File: src/rtl/csr_pkg.sv
/*
 * csr_pkg: constants and types of the context switch status reporter.
 * assumes byte addresses of 32 bits and 64-bit memory words (qwords).
 */
package csr_pkg;
    localparam int unsigned      CSR_ID_W       = 11;
    localparam int unsigned      CSR_CNT_W      = 12;
    localparam logic [10:0]      CSR_IDLE_ID    = 11'h7ff;
    localparam logic [31:0]      CSR_PPSP_BYTES = 32'h0000_1000;
    localparam int unsigned      CSR_LINE_QW    = 8;
    localparam int unsigned      CSR_RING_LINES = 5;
    localparam logic [11:0]      CSR_RING_QW    = 12'(CSR_RING_LINES * CSR_LINE_QW);
    localparam logic [31:0]      CSR_RING_BYTES = 32'(CSR_RING_LINES * CSR_LINE_QW * 8);
    localparam logic [11:0]      CSR_CTRL_QW    = 12'h001;
    localparam int unsigned      CSR_INHIBIT_B  = 0;
    localparam logic [31:0]      CSR_BUF_DW     = 32'h0000_0028;
    localparam logic [31:0]      CSR_IDX_DW     = 32'h0000_0047;
    localparam logic [3:0]       CSR_ENTRIES    = 4'hc;
    localparam logic [3:0]       CSR_LAST_ENTRY = 4'hb;
    localparam logic [7:0]       CSR_BE_ALL     = 8'hff;
    localparam logic [7:0]       CSR_BE_LOW     = 8'h01;
    localparam logic [2:0]       CSR_DET_DONE   = 3'h0;

    typedef enum logic [2:0] {
        CSR_K_I2A  = 3'h0,
        CSR_K_P2I  = 3'h1,
        CSR_K_NEWQ = 3'h2,
        CSR_K_LITE = 3'h3,
        CSR_K_SYNC = 3'h4,
        CSR_K_A2I  = 3'h5
    } csr_kind_t;

    typedef enum logic [2:0] {
        CSR_S_IDLE      = 3'h0,
        CSR_S_SAVE_RING = 3'h1,
        CSR_S_SAVE_ENG  = 3'h3,
        CSR_S_REST_RING = 3'h2,
        CSR_S_REST_ENG  = 3'h6,
        CSR_S_WR_STAT   = 3'h7,
        CSR_S_WR_IDX    = 3'h5
    } csr_state_t;

    typedef struct packed {
        csr_kind_t         kind;
        logic [10:0]       out_id;
        logic [10:0]       in_id;
        logic [2:0]        detail;
        logic              save_out;
        logic              load_in;
        logic [31:0]       out_base;
        logic [31:0]       in_base;
    } csr_req_t;

    typedef struct packed {
        logic [37:0]       rsvd;
        logic              new_queue;
        logic [2:0]        detail;
        logic [10:0]       from_id;
        logic [10:0]       to_id;
    } csr_status_t;

    typedef struct packed {
        logic              req;
        logic              we;
        logic [7:0]        be;
        logic [31:0]       addr;
        logic [63:0]       wdata;
    } csr_mem_t;
endpackage

File: src/rtl/csr_reporter.sv
/*
 * csr_reporter: saves and restores context images and reports each switch whose reason bit in reason_mask is clear.
 * assumes a memory port that holds ack for one cycle per accepted word and
 * a scheduler that hands over one switch request at a time.
 */
`timescale 1ns/1ps

module csr_reporter
    import csr_pkg::*;
(
    input  wire logic          clk_sys,
    input  wire logic          rst_n,
    input  wire logic          sw_valid,
    output logic               sw_ready,
    input  wire csr_req_t      sw_req,
    input  wire logic [5:0]    reason_mask,
    input  wire logic [31:0]   gsp_base,
    input  wire logic [11:0]   eng_qwords,
    input  wire logic [63:0]   save_qw,
    output logic               save_take,
    output logic               rest_valid,
    output logic [63:0]        rest_qw,
    output logic               rest_engine,
    output logic               mem_req,
    output logic               mem_we,
    output logic [7:0]         mem_be,
    output logic [31:0]        mem_addr,
    output logic [63:0]        mem_wdata,
    input  wire logic          mem_ack,
    input  wire logic [63:0]   mem_rdata,
    output logic               ctx_irq,
    output logic               busy
);

    typedef struct packed {
        csr_state_t        st;
        logic [11:0]       cnt;
        csr_req_t          rq;
        csr_mem_t          mem;
        logic [3:0]        ptr;
        logic              inhibit;
        logic              rv;
        logic [63:0]       rd;
        logic              reng;
        logic              irq;
    } csr_regs_t;

    csr_regs_t s_r;
    csr_regs_t s_nxt;

    function automatic logic [31:0] csr_qw_addr(input logic [31:0] base,
                                                input logic [11:0] idx);
        csr_qw_addr = base + {17'h0, idx, 3'h0};
    endfunction

    function automatic logic [63:0] csr_status(input csr_req_t r);
        csr_status_t w;
        w           = '0;
        w.detail    = r.detail;
        w.from_id   = r.out_id;
        w.to_id     = r.in_id;
        w.new_queue = 1'b1;
        case (r.kind)
            CSR_K_I2A:
            begin
                w.detail  = CSR_DET_DONE;
                w.from_id = CSR_IDLE_ID;
            end
            CSR_K_P2I:
            begin
                w.to_id = CSR_IDLE_ID;
                if (!r.save_out)
                    w.from_id = CSR_IDLE_ID;
            end
            CSR_K_LITE: w.to_id = r.out_id;
            CSR_K_SYNC: w.new_queue = 1'b0;
            CSR_K_A2I:
            begin
                w.new_queue = 1'b0;
                w.to_id     = CSR_IDLE_ID;
            end
            default:    w.new_queue = 1'b1;
        endcase
        csr_status = w;
    endfunction

    function automatic csr_state_t csr_after_save(input csr_req_t r,
                                                 input logic [5:0] m);
        if (r.load_in)
            csr_after_save = CSR_S_REST_RING;
        else if (m[r.kind])
            csr_after_save = CSR_S_IDLE;
        else
            csr_after_save = CSR_S_WR_STAT;
    endfunction

    logic last_ring;
    logic last_eng;

    always_comb
    begin
        s_nxt     = s_r;
        s_nxt.rv  = 1'b0;
        s_nxt.irq = 1'b0;
        save_take = 1'b0;
        last_ring = (s_r.cnt == CSR_RING_QW - 12'h001);
        last_eng  = (s_r.cnt == eng_qwords - 12'h001);
        case (s_r.st)
            CSR_S_IDLE:
            begin
                if (sw_valid)
                begin
                    s_nxt.rq      = sw_req;
                    s_nxt.cnt     = '0;
                    s_nxt.inhibit = 1'b0;
                    if (sw_req.save_out)
                        s_nxt.st = CSR_S_SAVE_RING;
                    else
                        s_nxt.st = csr_after_save(sw_req, reason_mask);
                end
            end
            CSR_S_SAVE_RING, CSR_S_SAVE_ENG:
            begin
                if (!s_r.mem.req)
                begin
                    save_take       = 1'b1;
                    s_nxt.mem.req   = 1'b1;
                    s_nxt.mem.we    = 1'b1;
                    s_nxt.mem.be    = CSR_BE_ALL;
                    s_nxt.mem.wdata = save_qw;
                    if (s_r.st == CSR_S_SAVE_RING)
                        s_nxt.mem.addr = csr_qw_addr(s_r.rq.out_base + CSR_PPSP_BYTES,
                                                     s_r.cnt);
                    else
                        s_nxt.mem.addr = csr_qw_addr(s_r.rq.out_base + CSR_PPSP_BYTES
                                                     + CSR_RING_BYTES, s_r.cnt);
                end
                else if (mem_ack)
                begin
                    s_nxt.mem.req = 1'b0;
                    s_nxt.cnt     = s_r.cnt + 12'h001;
                    if (s_r.st == CSR_S_SAVE_RING && last_ring)
                    begin
                        s_nxt.cnt = '0;
                        if (eng_qwords != '0)
                            s_nxt.st = CSR_S_SAVE_ENG;
                        else
                            s_nxt.st = csr_after_save(s_r.rq, reason_mask);
                    end
                    else if (s_r.st == CSR_S_SAVE_ENG && last_eng)
                    begin
                        s_nxt.cnt = '0;
                        s_nxt.st  = csr_after_save(s_r.rq, reason_mask);
                    end
                end
            end
            CSR_S_REST_RING, CSR_S_REST_ENG:
            begin
                if (!s_r.mem.req)
                begin
                    s_nxt.mem.req = 1'b1;
                    s_nxt.mem.we  = 1'b0;
                    s_nxt.mem.be  = CSR_BE_ALL;
                    if (s_r.st == CSR_S_REST_RING)
                        s_nxt.mem.addr = csr_qw_addr(s_r.rq.in_base + CSR_PPSP_BYTES,
                                                     s_r.cnt);
                    else
                        s_nxt.mem.addr = csr_qw_addr(s_r.rq.in_base + CSR_PPSP_BYTES
                                                     + CSR_RING_BYTES, s_r.cnt);
                end
                else if (mem_ack)
                begin
                    s_nxt.mem.req = 1'b0;
                    s_nxt.rv      = 1'b1;
                    s_nxt.rd      = mem_rdata;
                    s_nxt.reng    = (s_r.st == CSR_S_REST_ENG);
                    s_nxt.cnt     = s_r.cnt + 12'h001;
                    if (s_r.st == CSR_S_REST_RING && s_r.cnt == CSR_CTRL_QW)
                        s_nxt.inhibit = mem_rdata[CSR_INHIBIT_B];
                    if ((s_r.st == CSR_S_REST_RING && last_ring)
                        || (s_r.st == CSR_S_REST_ENG && last_eng))
                    begin
                        s_nxt.cnt = '0;
                        if (s_r.st == CSR_S_REST_RING && !s_nxt.inhibit
                            && eng_qwords != '0)
                            s_nxt.st = CSR_S_REST_ENG;
                        else if (reason_mask[s_r.rq.kind])
                            s_nxt.st = CSR_S_IDLE;
                        else
                            s_nxt.st = CSR_S_WR_STAT;
                    end
                end
            end
            CSR_S_WR_STAT:
            begin
                if (!s_r.mem.req)
                begin
                    s_nxt.mem.req   = 1'b1;
                    s_nxt.mem.we    = 1'b1;
                    s_nxt.mem.be    = CSR_BE_ALL;
                    s_nxt.mem.addr  = csr_qw_addr(gsp_base + {CSR_BUF_DW[29:0], 2'h0},
                                                  {8'h0, s_r.ptr});
                    s_nxt.mem.wdata = csr_status(s_r.rq);
                end
                else if (mem_ack)
                begin
                    s_nxt.mem.req = 1'b0;
                    s_nxt.st      = CSR_S_WR_IDX;
                end
            end
            CSR_S_WR_IDX:
            begin
                if (!s_r.mem.req)
                begin
                    s_nxt.mem.req   = 1'b1;
                    s_nxt.mem.we    = 1'b1;
                    s_nxt.mem.be    = CSR_BE_LOW;
                    s_nxt.mem.addr  = gsp_base + {CSR_IDX_DW[29:0], 2'h0};
                    s_nxt.mem.wdata = {60'h0, s_r.ptr};
                end
                else if (mem_ack)
                begin
                    s_nxt.mem.req = 1'b0;
                    s_nxt.irq     = 1'b1;
                    s_nxt.st      = CSR_S_IDLE;
                    if (s_r.ptr == CSR_LAST_ENTRY)
                        s_nxt.ptr = '0;
                    else
                        s_nxt.ptr = s_r.ptr + 4'h1;
                end
            end
            default: s_nxt.st = CSR_S_IDLE;
        endcase
    end

    always_ff @(posedge clk_sys)
    begin
        if (!rst_n)
            s_r <= '0;
        else
            s_r <= s_nxt;
    end

    assign sw_ready    = (s_r.st == CSR_S_IDLE);
    assign busy        = (s_r.st != CSR_S_IDLE);
    assign mem_req     = s_r.mem.req;
    assign mem_we      = s_r.mem.we;
    assign mem_be      = s_r.mem.be;
    assign mem_addr    = s_r.mem.addr;
    assign mem_wdata   = s_r.mem.wdata;
    assign rest_valid  = s_r.rv;
    assign rest_qw     = s_r.rd;
    assign rest_engine = s_r.reng;
    assign ctx_irq     = s_r.irq;

    csr_status_t sw_w;
    assign sw_w = csr_status_t'(s_r.mem.wdata);

    AST_RING_ADDR: assert property (@(posedge clk_sys) disable iff (!rst_n)
        $rose(mem_req) && s_r.st == CSR_S_REST_RING && s_r.cnt == '0
        |-> mem_addr == s_r.rq.in_base + CSR_PPSP_BYTES)
        else $error("ring restore does not start after status page");
    AST_ENG_AFTER_RING: assert property (@(posedge clk_sys) disable iff (!rst_n)
        s_r.st == CSR_S_SAVE_ENG && $changed(s_r.st) |-> $past(s_r.st) == CSR_S_SAVE_RING)
        else $error("engine save not preceded by ring save");
    AST_INHIBIT: assert property (@(posedge clk_sys) disable iff (!rst_n)
        s_r.st == CSR_S_REST_ENG |-> !s_r.inhibit)
        else $error("engine restored while inhibited");
    AST_MASKED: assert property (@(posedge clk_sys) disable iff (!rst_n)
        s_r.st == CSR_S_WR_STAT |-> !reason_mask[s_r.rq.kind])
        else $error("status written for masked reason");
    AST_P2I_IDS: assert property (@(posedge clk_sys) disable iff (!rst_n)
        s_r.st == CSR_S_WR_STAT && mem_req && s_r.rq.kind == CSR_K_P2I
        |-> sw_w.to_id == CSR_IDLE_ID && sw_w.new_queue)
        else $error("preempt to idle word wrong");
    AST_A2I_NQ: assert property (@(posedge clk_sys) disable iff (!rst_n)
        s_r.st == CSR_S_WR_STAT && mem_req && s_r.rq.kind == CSR_K_A2I
        |-> !sw_w.new_queue && sw_w.to_id == CSR_IDLE_ID)
        else $error("active to idle word wrong");
    AST_LITE: assert property (@(posedge clk_sys) disable iff (!rst_n)
        s_r.st == CSR_S_WR_STAT && mem_req && s_r.rq.kind == CSR_K_LITE
        |-> sw_w.to_id == sw_w.from_id)
        else $error("lite restore ids differ");
    AST_STAT_ADDR: assert property (@(posedge clk_sys) disable iff (!rst_n)
        s_r.st == CSR_S_WR_STAT && mem_req
        |-> mem_addr == gsp_base + {CSR_BUF_DW[29:0], 2'h0} + {25'h0, s_r.ptr, 3'h0})
        else $error("status entry address wrong");
    AST_WRAP: assert property (@(posedge clk_sys) disable iff (!rst_n)
        $changed(s_r.ptr) |-> s_r.ptr == ($past(s_r.ptr) == CSR_LAST_ENTRY ? 4'h0
                                          : $past(s_r.ptr) + 4'h1))
        else $error("write pointer step wrong");
    AST_IDX_BYTE: assert property (@(posedge clk_sys) disable iff (!rst_n)
        s_r.st == CSR_S_WR_IDX && mem_req |-> mem_wdata[7:4] == 4'h0 && mem_be == CSR_BE_LOW)
        else $error("index byte high bits set");
    AST_IRQ_ORDER: assert property (@(posedge clk_sys) disable iff (!rst_n)
        ctx_irq |-> $past(s_r.st) == CSR_S_WR_IDX && $past(mem_ack))
        else $error("interrupt before index write done");

    COV_IRQ: cover property (@(posedge clk_sys) disable iff (!rst_n) ctx_irq);
    COV_WRAP: cover property (@(posedge clk_sys) disable iff (!rst_n)
        s_r.ptr == CSR_LAST_ENTRY ##1 s_r.ptr == 4'h0);
    COV_ENG_REST: cover property (@(posedge clk_sys) disable iff (!rst_n)
        rest_valid && rest_engine);
    COV_INHIBIT: cover property (@(posedge clk_sys) disable iff (!rst_n)
        s_r.st == CSR_S_REST_RING && s_nxt.st == CSR_S_WR_STAT && s_r.inhibit);

endmodule

File: config.mk
export PLATFORM = sky130hd
export DESIGN_NAME = csr_reporter
export DESIGN_NICKNAME = d
export VERILOG_FILES = /design/src/rtl/csr_pkg.sv /design/src/rtl/csr_reporter.sv
export SDC_FILE = /design/constraint.sdc
export NUM_CORES = 1
export LEC_CHECK = 0
export BUFFER_PORTS_ARGS = -buffer_cell sky130_fd_sc_hd__buf_4
export CELL_PAD_IN_SITES_DETAIL_PLACEMENT = 0
export CELL_PAD_IN_SITES_GLOBAL_PLACEMENT = 1
export CORE_ASPECT_RATIO = 1.25
export CORE_MARGIN = 3
export CORE_UTILIZATION = 40
export DETAILED_ROUTE_END_ITERATION = 7
export PLACE_DENSITY_LB_ADDON = 0.05
export SETUP_SLACK_MARGIN = 0.15
export SLEW_MARGIN = 20
export SYNTH_ARGS = -nofsm -noshare
export SYNTH_HDL_FRONTEND = slang
export SYNTH_SLANG_ARGS = --single-unit
File: constraint.sdc
create_clock -name clk_sys -period 3.87 [get_ports clk_sys]
set_clock_uncertainty 0.15 [all_clocks]
set_input_delay 0.1935 -clock clk_sys [delete_from_list [all_inputs] [get_ports clk_sys]]
set_output_delay 0.1935 -clock clk_sys [all_outputs]
set_load 0.05 [all_outputs]
======== After elaboration in Yosys (flattened, before gate mapping) ========
Cells that the tools add are included.
operators by class
  eq/ne operators ......................... 29
  muxes and demuxes ....................... 52
  add/sub/neg operators ................... 14
  $lt $le $gt $ge ......................... 2
  reduce and logical (&&, ||, !) cells .... 31
operator list
  operator                                                                count
  105-bit 2-to-1 mux                                                      3
  64-bit case mux with 3 select lines                                     1
  42-bit case mux with 4 select lines                                     1
  67-bit 2-to-1 mux                                                       2
  32-bit by 15-bit adder with 32-bit output                               4
  109-bit 2-to-1 mux                                                      1
  15-bit 2-to-1 mux                                                       7
  32-bit by 9-bit adder with 32-bit output, second input constant         3
  32-bit by 13-bit adder with 32-bit output, second input constant        2
  32-bit 2-to-1 mux                                                       2
  11-bit case mux with 2 select lines                                     2
  41-bit 2-to-1 mux                                                       1
  3-bit 2-to-1 mux                                                        12
  12-bit case mux with 3 select lines                                     1
  32-bit by 7-bit adder with 32-bit output                                1
  32-bit by 8-bit adder with 32-bit output, second input constant         1
  2-bit inequality test, second input constant                            14
  3-bit equality test, second input constant                              5
  3-bit case mux with 5 select lines                                      1
  1-bit 2-to-1 mux                                                        13
  12-bit by 1-bit adder with 12-bit output, second input constant         1
  12-bit by 1-bit equality test with 1-bit output, second input constant  1
  12-bit equality test                                                    1
  12-bit by 6-bit equality test with 1-bit output, second input constant  1
  other kinds (26)                                                        47
word-level totals
  word-level logic and storage cells ...... 149
  output and inout bits ................... 176
  bits in registers ....................... 287

======== Longest topological paths before layout ========
Gate-level depths: netlist (run 1).
  depth in word-level cells ............... 14
  mapped depth ............................ 14

======== Worst setup path after synthesis (run 1) ========
Ideal clock, no wire load.
  path type ............................... register -> register
  from .................................... reg s_r[222] (netlist name)
  to ...................................... reg s_r (netlist bit mem_addr[21])
  library setup time ...................... 0.124 ns
  data required time ...................... 3.596 ns
  slack ................................... 0.351 ns
  clock period less this slack ............ 3.519 ns
  stages on the path, launching flop included .. 15
  arrival time ............................ 3.244 ns
  path buffers ............................ 1
  cell sequence ........................... dfxtp_1 ha_1 clkbuf_1 xor2_1 inv_1 fa_1 inv_1 a21oi_1 a21boi_0 a2111oi_0 or3_1 nor2_1 xnor2_1 a221oi_1 a21oi_1
on the way
  word-level cells in the longest chain between the ends .. 6
  elaborated cells on any way between the ends .. 7
  those cells by class .................... 4 x add/sub; 3 x mux
ends and longest elaborated chain
  item                                         RTL line                                  text
  from (decl)                                  csr_reporter.sv:48                        csr_regs_t s_r;
  from (signal assigned)                       csr_reporter.sv:241                       s_r <= s_nxt;
  32-bit by 13-bit adder with 32-bit output *  csr_reporter.sv:132, csr_reporter.sv:135
  32-bit by 9-bit adder with 32-bit output     csr_reporter.sv:136                       + CSR_RING_BYTES, s_r.cnt);
  32-bit by 15-bit adder with 32-bit output    csr_reporter.sv:53                        csr_qw_addr = base + {17'h0, idx, 3'h0};
  32-bit 2-to-1 mux *                          csr_reporter.sv:131                       if (s_r.st == CSR_S_SAVE_RING)
  105-bit 2-to-1 mux *                         csr_reporter.sv:124                       if (!s_r.mem.req)
  42-bit case mux with 4 select lines *        csr_reporter.sv:108                       case (s_r.st)
Every way passes the cells marked *; elsewhere a longest branch is shown, timed or not. The select of a mux whose other input is x is not followed.
A chain may end at the register's enable or synchronous reset.

======== Worst setup path in the final report (run 1) ========
  from .................................... reg s_r[273] (netlist name)
  to ...................................... reg s_r (netlist bit mem_addr[18])
on the way
  word-level cells in the longest chain between the ends .. 4
  elaborated cells on any way between the ends .. 9
  those cells by class .................... 4 x add/sub; 5 x mux
ends and longest elaborated chain
  item                                                     RTL line
  32-bit by 15-bit adder with 32-bit output                csr_reporter.sv:53
  32-bit 2-to-1 mux, on equally long branches              csr_reporter.sv:164, csr_reporter.sv:131
  41-bit 2-to-1 mux or 105-bit 2-to-1 mux (tied branches)  csr_reporter.sv:159, csr_reporter.sv:124
  42-bit case mux with 4 select lines *                    csr_reporter.sv:108
Marks and branches as above.

==> impl_metrics.csv, run 1 <==
group,metric,value,unit
run_status,status,"completed",
worst_setup_path,cp_max_fo,6,
floorplan,ioPinCount,452,
timing,relSlewSlack,0.280,
floorplan,dieHeight,250,microns
worst_setup_path,crit_type,"flip-flop to flip-flop",
power,clkPwrFrac,0.238,
drt,first_iter_violations,1243,
power,switching_share,0.459,
global_route,overflow,0,
placed_design,numPortBuffers,451,
drt,vias_per_cell,5.35,
timing,max_freq,0.277,GHz
global_route,grt_max_degree,156,
clocking,cts_tree,"built",
synthesis,yosysSeqAreaShare,0.296,
worst_setup_path,cp_num_buf_inv,2,
drt,wl_per_cell,20.6,microns
floorplan,coreArea,0.0466,sq mm
placed_design,hpwl,56.0,mm
worst_setup_path,max_stage_delay,0.42,ns
power,powerDensity,553,mW/mm^2
placed_design,gp_congestion,1.01,
drt,drcViolationCount,0,
drt,ant_nets,0,
floorplan,die_w,201,microns
worst_setup_path,cp_cell_sequence,"buf_4 > ha_1 > ha_1 > fa_1 > nor2b_1 > o31ai_2 > a211oi_2 > o21ai_0 > a32oi_2 > buf_4 > nand2_1 > xor2_1 > a221oi_1 > nor2_1",
final_layout,area_growth,37.0,%
clocking,root_buffer,"clkbuf_16",
drt,vias,19500,
drt,routed_wirelength,75.1,mm
clocking,cts.sinks,281,
worst_setup_path,path_delay_family,"compound AO/OA/AOI/OAI gates",
timing,rsz0062_at_grt,"true",
synthesis,synth_top_area_frac,0.296,
power,leakagePower,0.0105,uW
timing,timing.final.max_slew_violations,0,
synthesis,synth-seq-cells,281,
worst_setup_path,cp.required,4.17,ns
timing,layout_worst_path_cycle_share,0.932,
clocking,post_cts_buffers,0,
synthesis,syn-cell-area,0.0190,sq mm
synthesis,synth_cells,2463,
timing,tightest_slew,1.07,ns
drt,wl_met1,32.5,mm
synthesis,postSynthAreaPerCell,7.71,sq um
timing,hold_viol_final,0,
clocking,numCtsBuffers,35,
power,ir_drop,0.332,mV
floorplan,die_area,0.0502,sq mm
drt,route.met2.wl,35.4,mm
synthesis,synthFlopType,"dfxtp_1",
synthesis,syn_nets,2829,
timing,setup_viol,0,
floorplan,start_util,0.408,
worst_setup_path,start_kind,"flip-flop",
timing,whs,0.0514,ns
synthesis,synth_edf_count,0,
global_route,grt_pass1_vias,19300,
timing,tns,0,ns
power,p_int,7790,uW
clocking,clock_latency,0.56,ns
drt,maxUsedRoutingLayer,"met5",
final_layout,fin_nets,3359,
power,comb_power_share,0.484,
min_path,hold_class,"input pin to flip-flop",
synthesis,synth_cell_type_count,87,
worst_setup_path,worstPathArrival,3.90,ns
drt,wl_met3,4.50,mm
synthesis,synth_top_cell_by_area,"dfxtp_1",
power,p_sw,6600,uW
synthesis,synth_area_leaders,"dfxtp_1 30%, nand2_1 9.4%, a21boi_0 8.1%, buf_4 6.6%, xnor2_1 4.6%",
job,max-cap-violations,0,
floorplan,num_rows,88,
timing,fin_crit,3.61,ns
synthesis,yosys_warnings,0,
clocking,path_clk_slew,0.06,ns
worst_setup_path,cp-end-kind,"flip-flop",
power,power_frac_seq,0.278,
final_layout,final_cell_mix,"547 x buf_4, 475 x nand2_1, 279 x dfxtp_1, 259 x dlygate4sd3_1, 205 x a21boi_0",
global_route,antenna_found_initial,2,
drt,dr.pass1.iters,5,
worst_setup_path,crit_slowest_cell,"fa_1",
final_layout,drive_gt1_frac,0.221,
clocking,clock_path_buffers,3,
global_route,grt_pass1_wl,115,mm
global_route,globalRouteTotalUtil,0.287,
synthesis,async_reset_ff_frac,0,
clocking,h-tree-depth,2,
final_layout,final_common_cell,"buf_4",
-- Yosys cell counts, drive strengths merged (6+ instances only) --
cell type and number:
nand2 477, dfxtp 281, a21boi 207, buf 188, clkbuf 128, a21oi 116
o21ai 105, nor2 103, xnor2 100, nand3 91, inv 87, ha 69
xor2 43, nor3 33, nand4 31, a211oi 27, nor2b 22, fa 21
a31oi 20, and3 17, nand2b 17, o221ai 17, o22ai 17, nor4 16
a221oi 14, o211ai 14, o31ai 14, and2 12, and4 12, mux2i 12
or3 12, o21a 11, a21o 10, or4 10, nand3b 8, nor3b 7
o21bai 7, or2 7, a2111oi 6
-- layout make-up --
class                   count  area, sq um
repair buffers            809         6750
inverters                  87          327
diodes                      1         2.50
well taps                 630          788
fillers                  4419        20500
clock inverters            13          169
multi-input cells        1779        11400
flip-flops and latches    281         5630
clock buffers              46         1010
-- metrics by stage --
step / worst slack [ns] / utilization / power [uW] / instance area [sq um] / instances
6_report: 0.263 / 0.559 / 14400 / 26000 / 3646
5_1_grt: 0.124 / 0.559 / 15100 / 26000 / 3646
4_1_cts: 0.162 / 0.557 / 14400 / 25900 / 3645
3_5_place_dp: 0.119 / 0.476 / 10700 / 22200 / 3327
3_3_place_gp: 0.120 / 0.476 / 10700 / 22200 / 3327
2_1_floorplan: 0.351 / - / 8550 / 19000 / 2463
-- worst paths after layout --
path,startpoint,end,slack [ns],cells after the start
max reg2reg,s_r[273],mem_addr[18],0.26,14
max,s_r[273],mem_addr[18],0.26,14
min reg2reg,mem_wdata[40],mem_wdata[40],0.31,2
min,gsp_base[26],mem_addr[26],0.05,4
-- flip-flops by register name, indices dropped and copies added (netlist names) --
name and count:
mem_req 1, mem_be 2, mem_we 1, mem_addr 32, ctx_irq 1, rest_valid 1
rest_engine 1, rest_qw 64, mem_wdata 64, s_r 114
-- power by group through the flow --
stage,sequential (uW),combinational [uW],clock [uW]
finish,3990,6960,3430
global route,4050,7440,3610
CTS,3980,6930,3520
detailed placement,4030,6650,0
global placement,4030,6630,0
floorplan,3810,4740,0
-- metal layers --
| layer | GRT usage | vias up |
|---|---|---|
| li1 | - | 9463 |
| met1 | 0.368 | 9252 |
| met2 | 0.484 | 672 |
| met3 | 0.0565 | 133 |
| met4 | 0.0934 | 2 |
| met5 | 0 | - |
-- kinds of logic after synthesis --
family / count (synthesis) / share of synthesized area
simple gates: 889 / 0.217
compound gates: 643 / 0.232
buf+inv: 403 / 0.113
flops: 281 / 0.296
xor+xnor: 143 / 0.0659
fa+ha+maj: 90 / 0.0676
mux: 14 / 0.00869
-- repair_timing --
item,in CTS,in global routing
resized for setup,2,17
endpoints found under the setup margin,2,16
hold endpoints to repair,256,0
hold buffers,259,0
-- worst min-delay path: cells and delay by family --
kind,cells,cell delay (ns)
AOI/OAI and AO/OA,2,0.29
buffers and inverters,1,0.11
xor gates and xnor gates,1,0.10
No activity file was read; power rests on OpenSTA's default activity.
==> run 2, diff against run 1 <==
--- a/config.mk
+++ b/config.mk
@@ -5,7 +5,7 @@
 export SDC_FILE = /design/constraint.sdc
 export NUM_CORES = 1
 export LEC_CHECK = 0
-export BUFFER_PORTS_ARGS = -buffer_cell sky130_fd_sc_hd__buf_4
+export BUFFER_PORTS_ARGS = -buffer_cell sky130_fd_sc_hd__buf_2
 export CELL_PAD_IN_SITES_DETAIL_PLACEMENT = 0
 export CELL_PAD_IN_SITES_GLOBAL_PLACEMENT = 1
 export CORE_ASPECT_RATIO = 1.25
==> constraint.sdc (replaced) <==
create_clock -name clk_sys -period 3.87 [get_ports clk_sys]
set_clock_uncertainty 0.15 [all_clocks]
set_input_delay 0.1935 -clock clk_sys [delete_from_list [all_inputs] [get_ports clk_sys]]
set_output_delay 0.1935 -clock clk_sys [all_outputs]
set_load 0.02 [all_outputs]
==> run 2 against run 1 <==
Compared with the run above: first-iteration DRC count up 16%; register-to-register slack about the same; worst setup slack gained 0.011 ns; critical endpoint is now mem_addr[25]; clock power grew 3%; core utilization decreased by 2.4 points; highest routed layer unchanged; power decreased by 7.3%; via count increased by 1.2%.
==> impl_metrics.csv, run 2 (same netlist as run 1, synthesis figures left out) <==
group,metric,value,unit
final_layout,largest_reg_flops,114,
timing,setup_viol,0,
run_status,status,"completed",
worst_setup_path,cp.required,4.15,ns
global_route,antenna_found_initial,3,
placed_design,hpwl,56.2,mm
worst_setup_path,start_kind,"flip-flop",
power,finalPower,13300,uW
min_path,holdPathEnd,"mem_addr[21]",
worst_setup_path,crit_type,"flip-flop to flip-flop",
clocking,clock_path_buffers,3,
timing,fin_crit,3.60,ns
power,powerDensity,535,mW/mm^2
clocking,cts_tree,"built",
drt,vias_per_cell,5.43,
floorplan,die_area,0.0502,sq mm
global_route,globalRouteTotalUtil,0.289,
drt,dr.pass1.iters,7,
clocking,clock_latency,0.57,ns
final_layout,final_cell_mix,"475 x nand2_1, 450 x buf_2, 278 x dfxtp_1, 253 x dlygate4sd3_1, 205 x a21boi_0",
timing,timing.final.max_slew_violations,0,
floorplan,coreArea,0.0466,sq mm
worst_setup_path,r2r_slack,0.27,ns
worst_setup_path,cp-end-kind,"flip-flop",
timing,relSlewSlack,0.330,
worst_setup_path,reg2reg_from,"s_r[276]",
clocking,path_clk_slew,0.06,ns
clocking,cts.sinks,281,
timing,whs,0.0595,ns
clocking,post_cts_buffers,0,
clocking,numCtsBuffers,34,
final_layout,fill_cells,4538,
drt,first_iter_violations,1444,
floorplan,start_util,0.408,
global_route,overflow,0,
min_path,hold_class,"input pin to flip-flop",
worst_setup_path,r2r_cells,13,
final_layout,drive_gt1_frac,0.221,
timing,layout_worst_path_cycle_share,0.929,
power,leakagePower,0.0103,uW
placed_design,gp_congestion,0.961,
drt,wl_per_cell,20.6,microns
placed_design,numPortBuffers,451,
job,max-cap-violations,0,
timing,tns,0,ns
worst_setup_path,cp_max_fo,4,
timing,rsz0062_at_grt,"true",
global_route,grt_pass1_vias,19500,
min_path,hp-start,"gsp_base[21]",
timing,tightest_slew,1.00,ns
global_route,grt_pass1_wl,116,mm
drt,ant_nets,0,
final_layout,fin_nets,3351,
floorplan,num_rows,88,
final_layout,area_growth,31.1,%
drt,drcViolationCount,0,
drt,routed_wirelength,75.0,mm
floorplan,dieHeight,250,microns
worst_setup_path,worstPathArrival,3.87,ns
clocking,h-tree-depth,2,
drt,vias,19800,
clocking,root_buffer,"clkbuf_16",
timing,max_freq,0.278,GHz
final_layout,final_common_cell,"nand2_1",
floorplan,ioPinCount,452,
final_layout,largest-register,"s_r",
global_route,grt_max_degree,164,
timing,hold_viol_final,0,
worst_setup_path,rr_endpoint,"mem_addr[25]",
power,ir_drop,0.347,mV
floorplan,die_w,201,microns
min_path,min_path_cells,4,
-- run 2: cell count changes in the layout (fill, tap and decap cells not counted), moves of 2 or more --
cell and change:
buf_4 -452, buf_2 +450, dlygate4sd3_1 -6, a32oi_1 +2, a32oi_2 -2, bufinv_16 +2
clkbuf_1 +2, clkinv_2 -2, ha_1 -2
-- run 2: how the worst max path moves through the flow --
stage	startpoint	end	slack [ns]
after global placement	s_r[273]	mem_addr[25]	0.16
after CTS	s_r[273]	mem_addr[25]	0.16
after global routing	s_r[213]	mem_addr[25]	0.09
final	s_r[276]	mem_addr[25]	0.27
after detailed placement	s_r[273]	mem_addr[25]	0.03
after floorplan	s_r[222]	mem_addr[21]	0.35
-- run 2: final cells by class --
| cell class | instances | area (sq um) | share of cell area |
|---|---|---|---|
| antenna | 1 | 2.50 | 0.000100 |
| clock buffer | 49 | 1030 | 0.0413 |
| clock inverter | 10 | 194 | 0.00779 |
| inverter | 87 | 327 | 0.0131 |
| multi-input combinational | 1779 | 11400 | 0.456 |
| sequential | 281 | 5630 | 0.226 |
| tap | 630 | 788 | 0.0317 |
| timing repair buffer | 802 | 5570 | 0.224 |
-- run 2: layer usage --
layer  global-route usage  wire length (microns)
met4                0.100                   2670
met5                    0                      8
met1                0.365                  31600
met2                0.497                  35900
met3               0.0489                   4860
-- run 2: critical path, cell delays in order, from the launching register on --
cell	delay [ns]
dfxtp_1	0.43
ha_1	0.25
inv_1	0.08
fa_1	0.58
o2111ai_2	0.20
a311oi_2	0.34
a2111oi_2	0.13
buf_4	0.17
nor4_2	0.26
buf_4	0.18
nand2_1	0.06
xnor2_1	0.13
a221oi_1	0.36
o211ai_1	0.12
-- run 2: through the flow --
stage | worst slack (ns) | utilization | instance area (sq um) | cells
global placement | 0.156 | 0.452 | 21000 | 3326
global route | 0.0895 | 0.535 | 24900 | 3639
floorplan | 0.351 | - | 19000 | 2463
CTS | 0.160 | 0.533 | 24800 | 3638
finish | 0.274 | 0.535 | 24900 | 3639
detailed placement | 0.0253 | 0.452 | 21000 | 3326
-- run 2: report_power, final --
group	internal, uW	switching (uW)	leakage [uW]	total [uW]
Clock	2190	1360	0.000605	3550
Combinational	2000	3780	0.00740	5780
Sequential	3460	547	0.00229	4010
Total	7650	5690	0.0103	13300
-- run 2: what timing repair did --
item	4_1_cts	5_1_grt
pin swaps	0	1
resized for setup	6	17
hold endpoints to repair	242	0
endpoints found under the setup margin	7	17
hold buffers	253	0
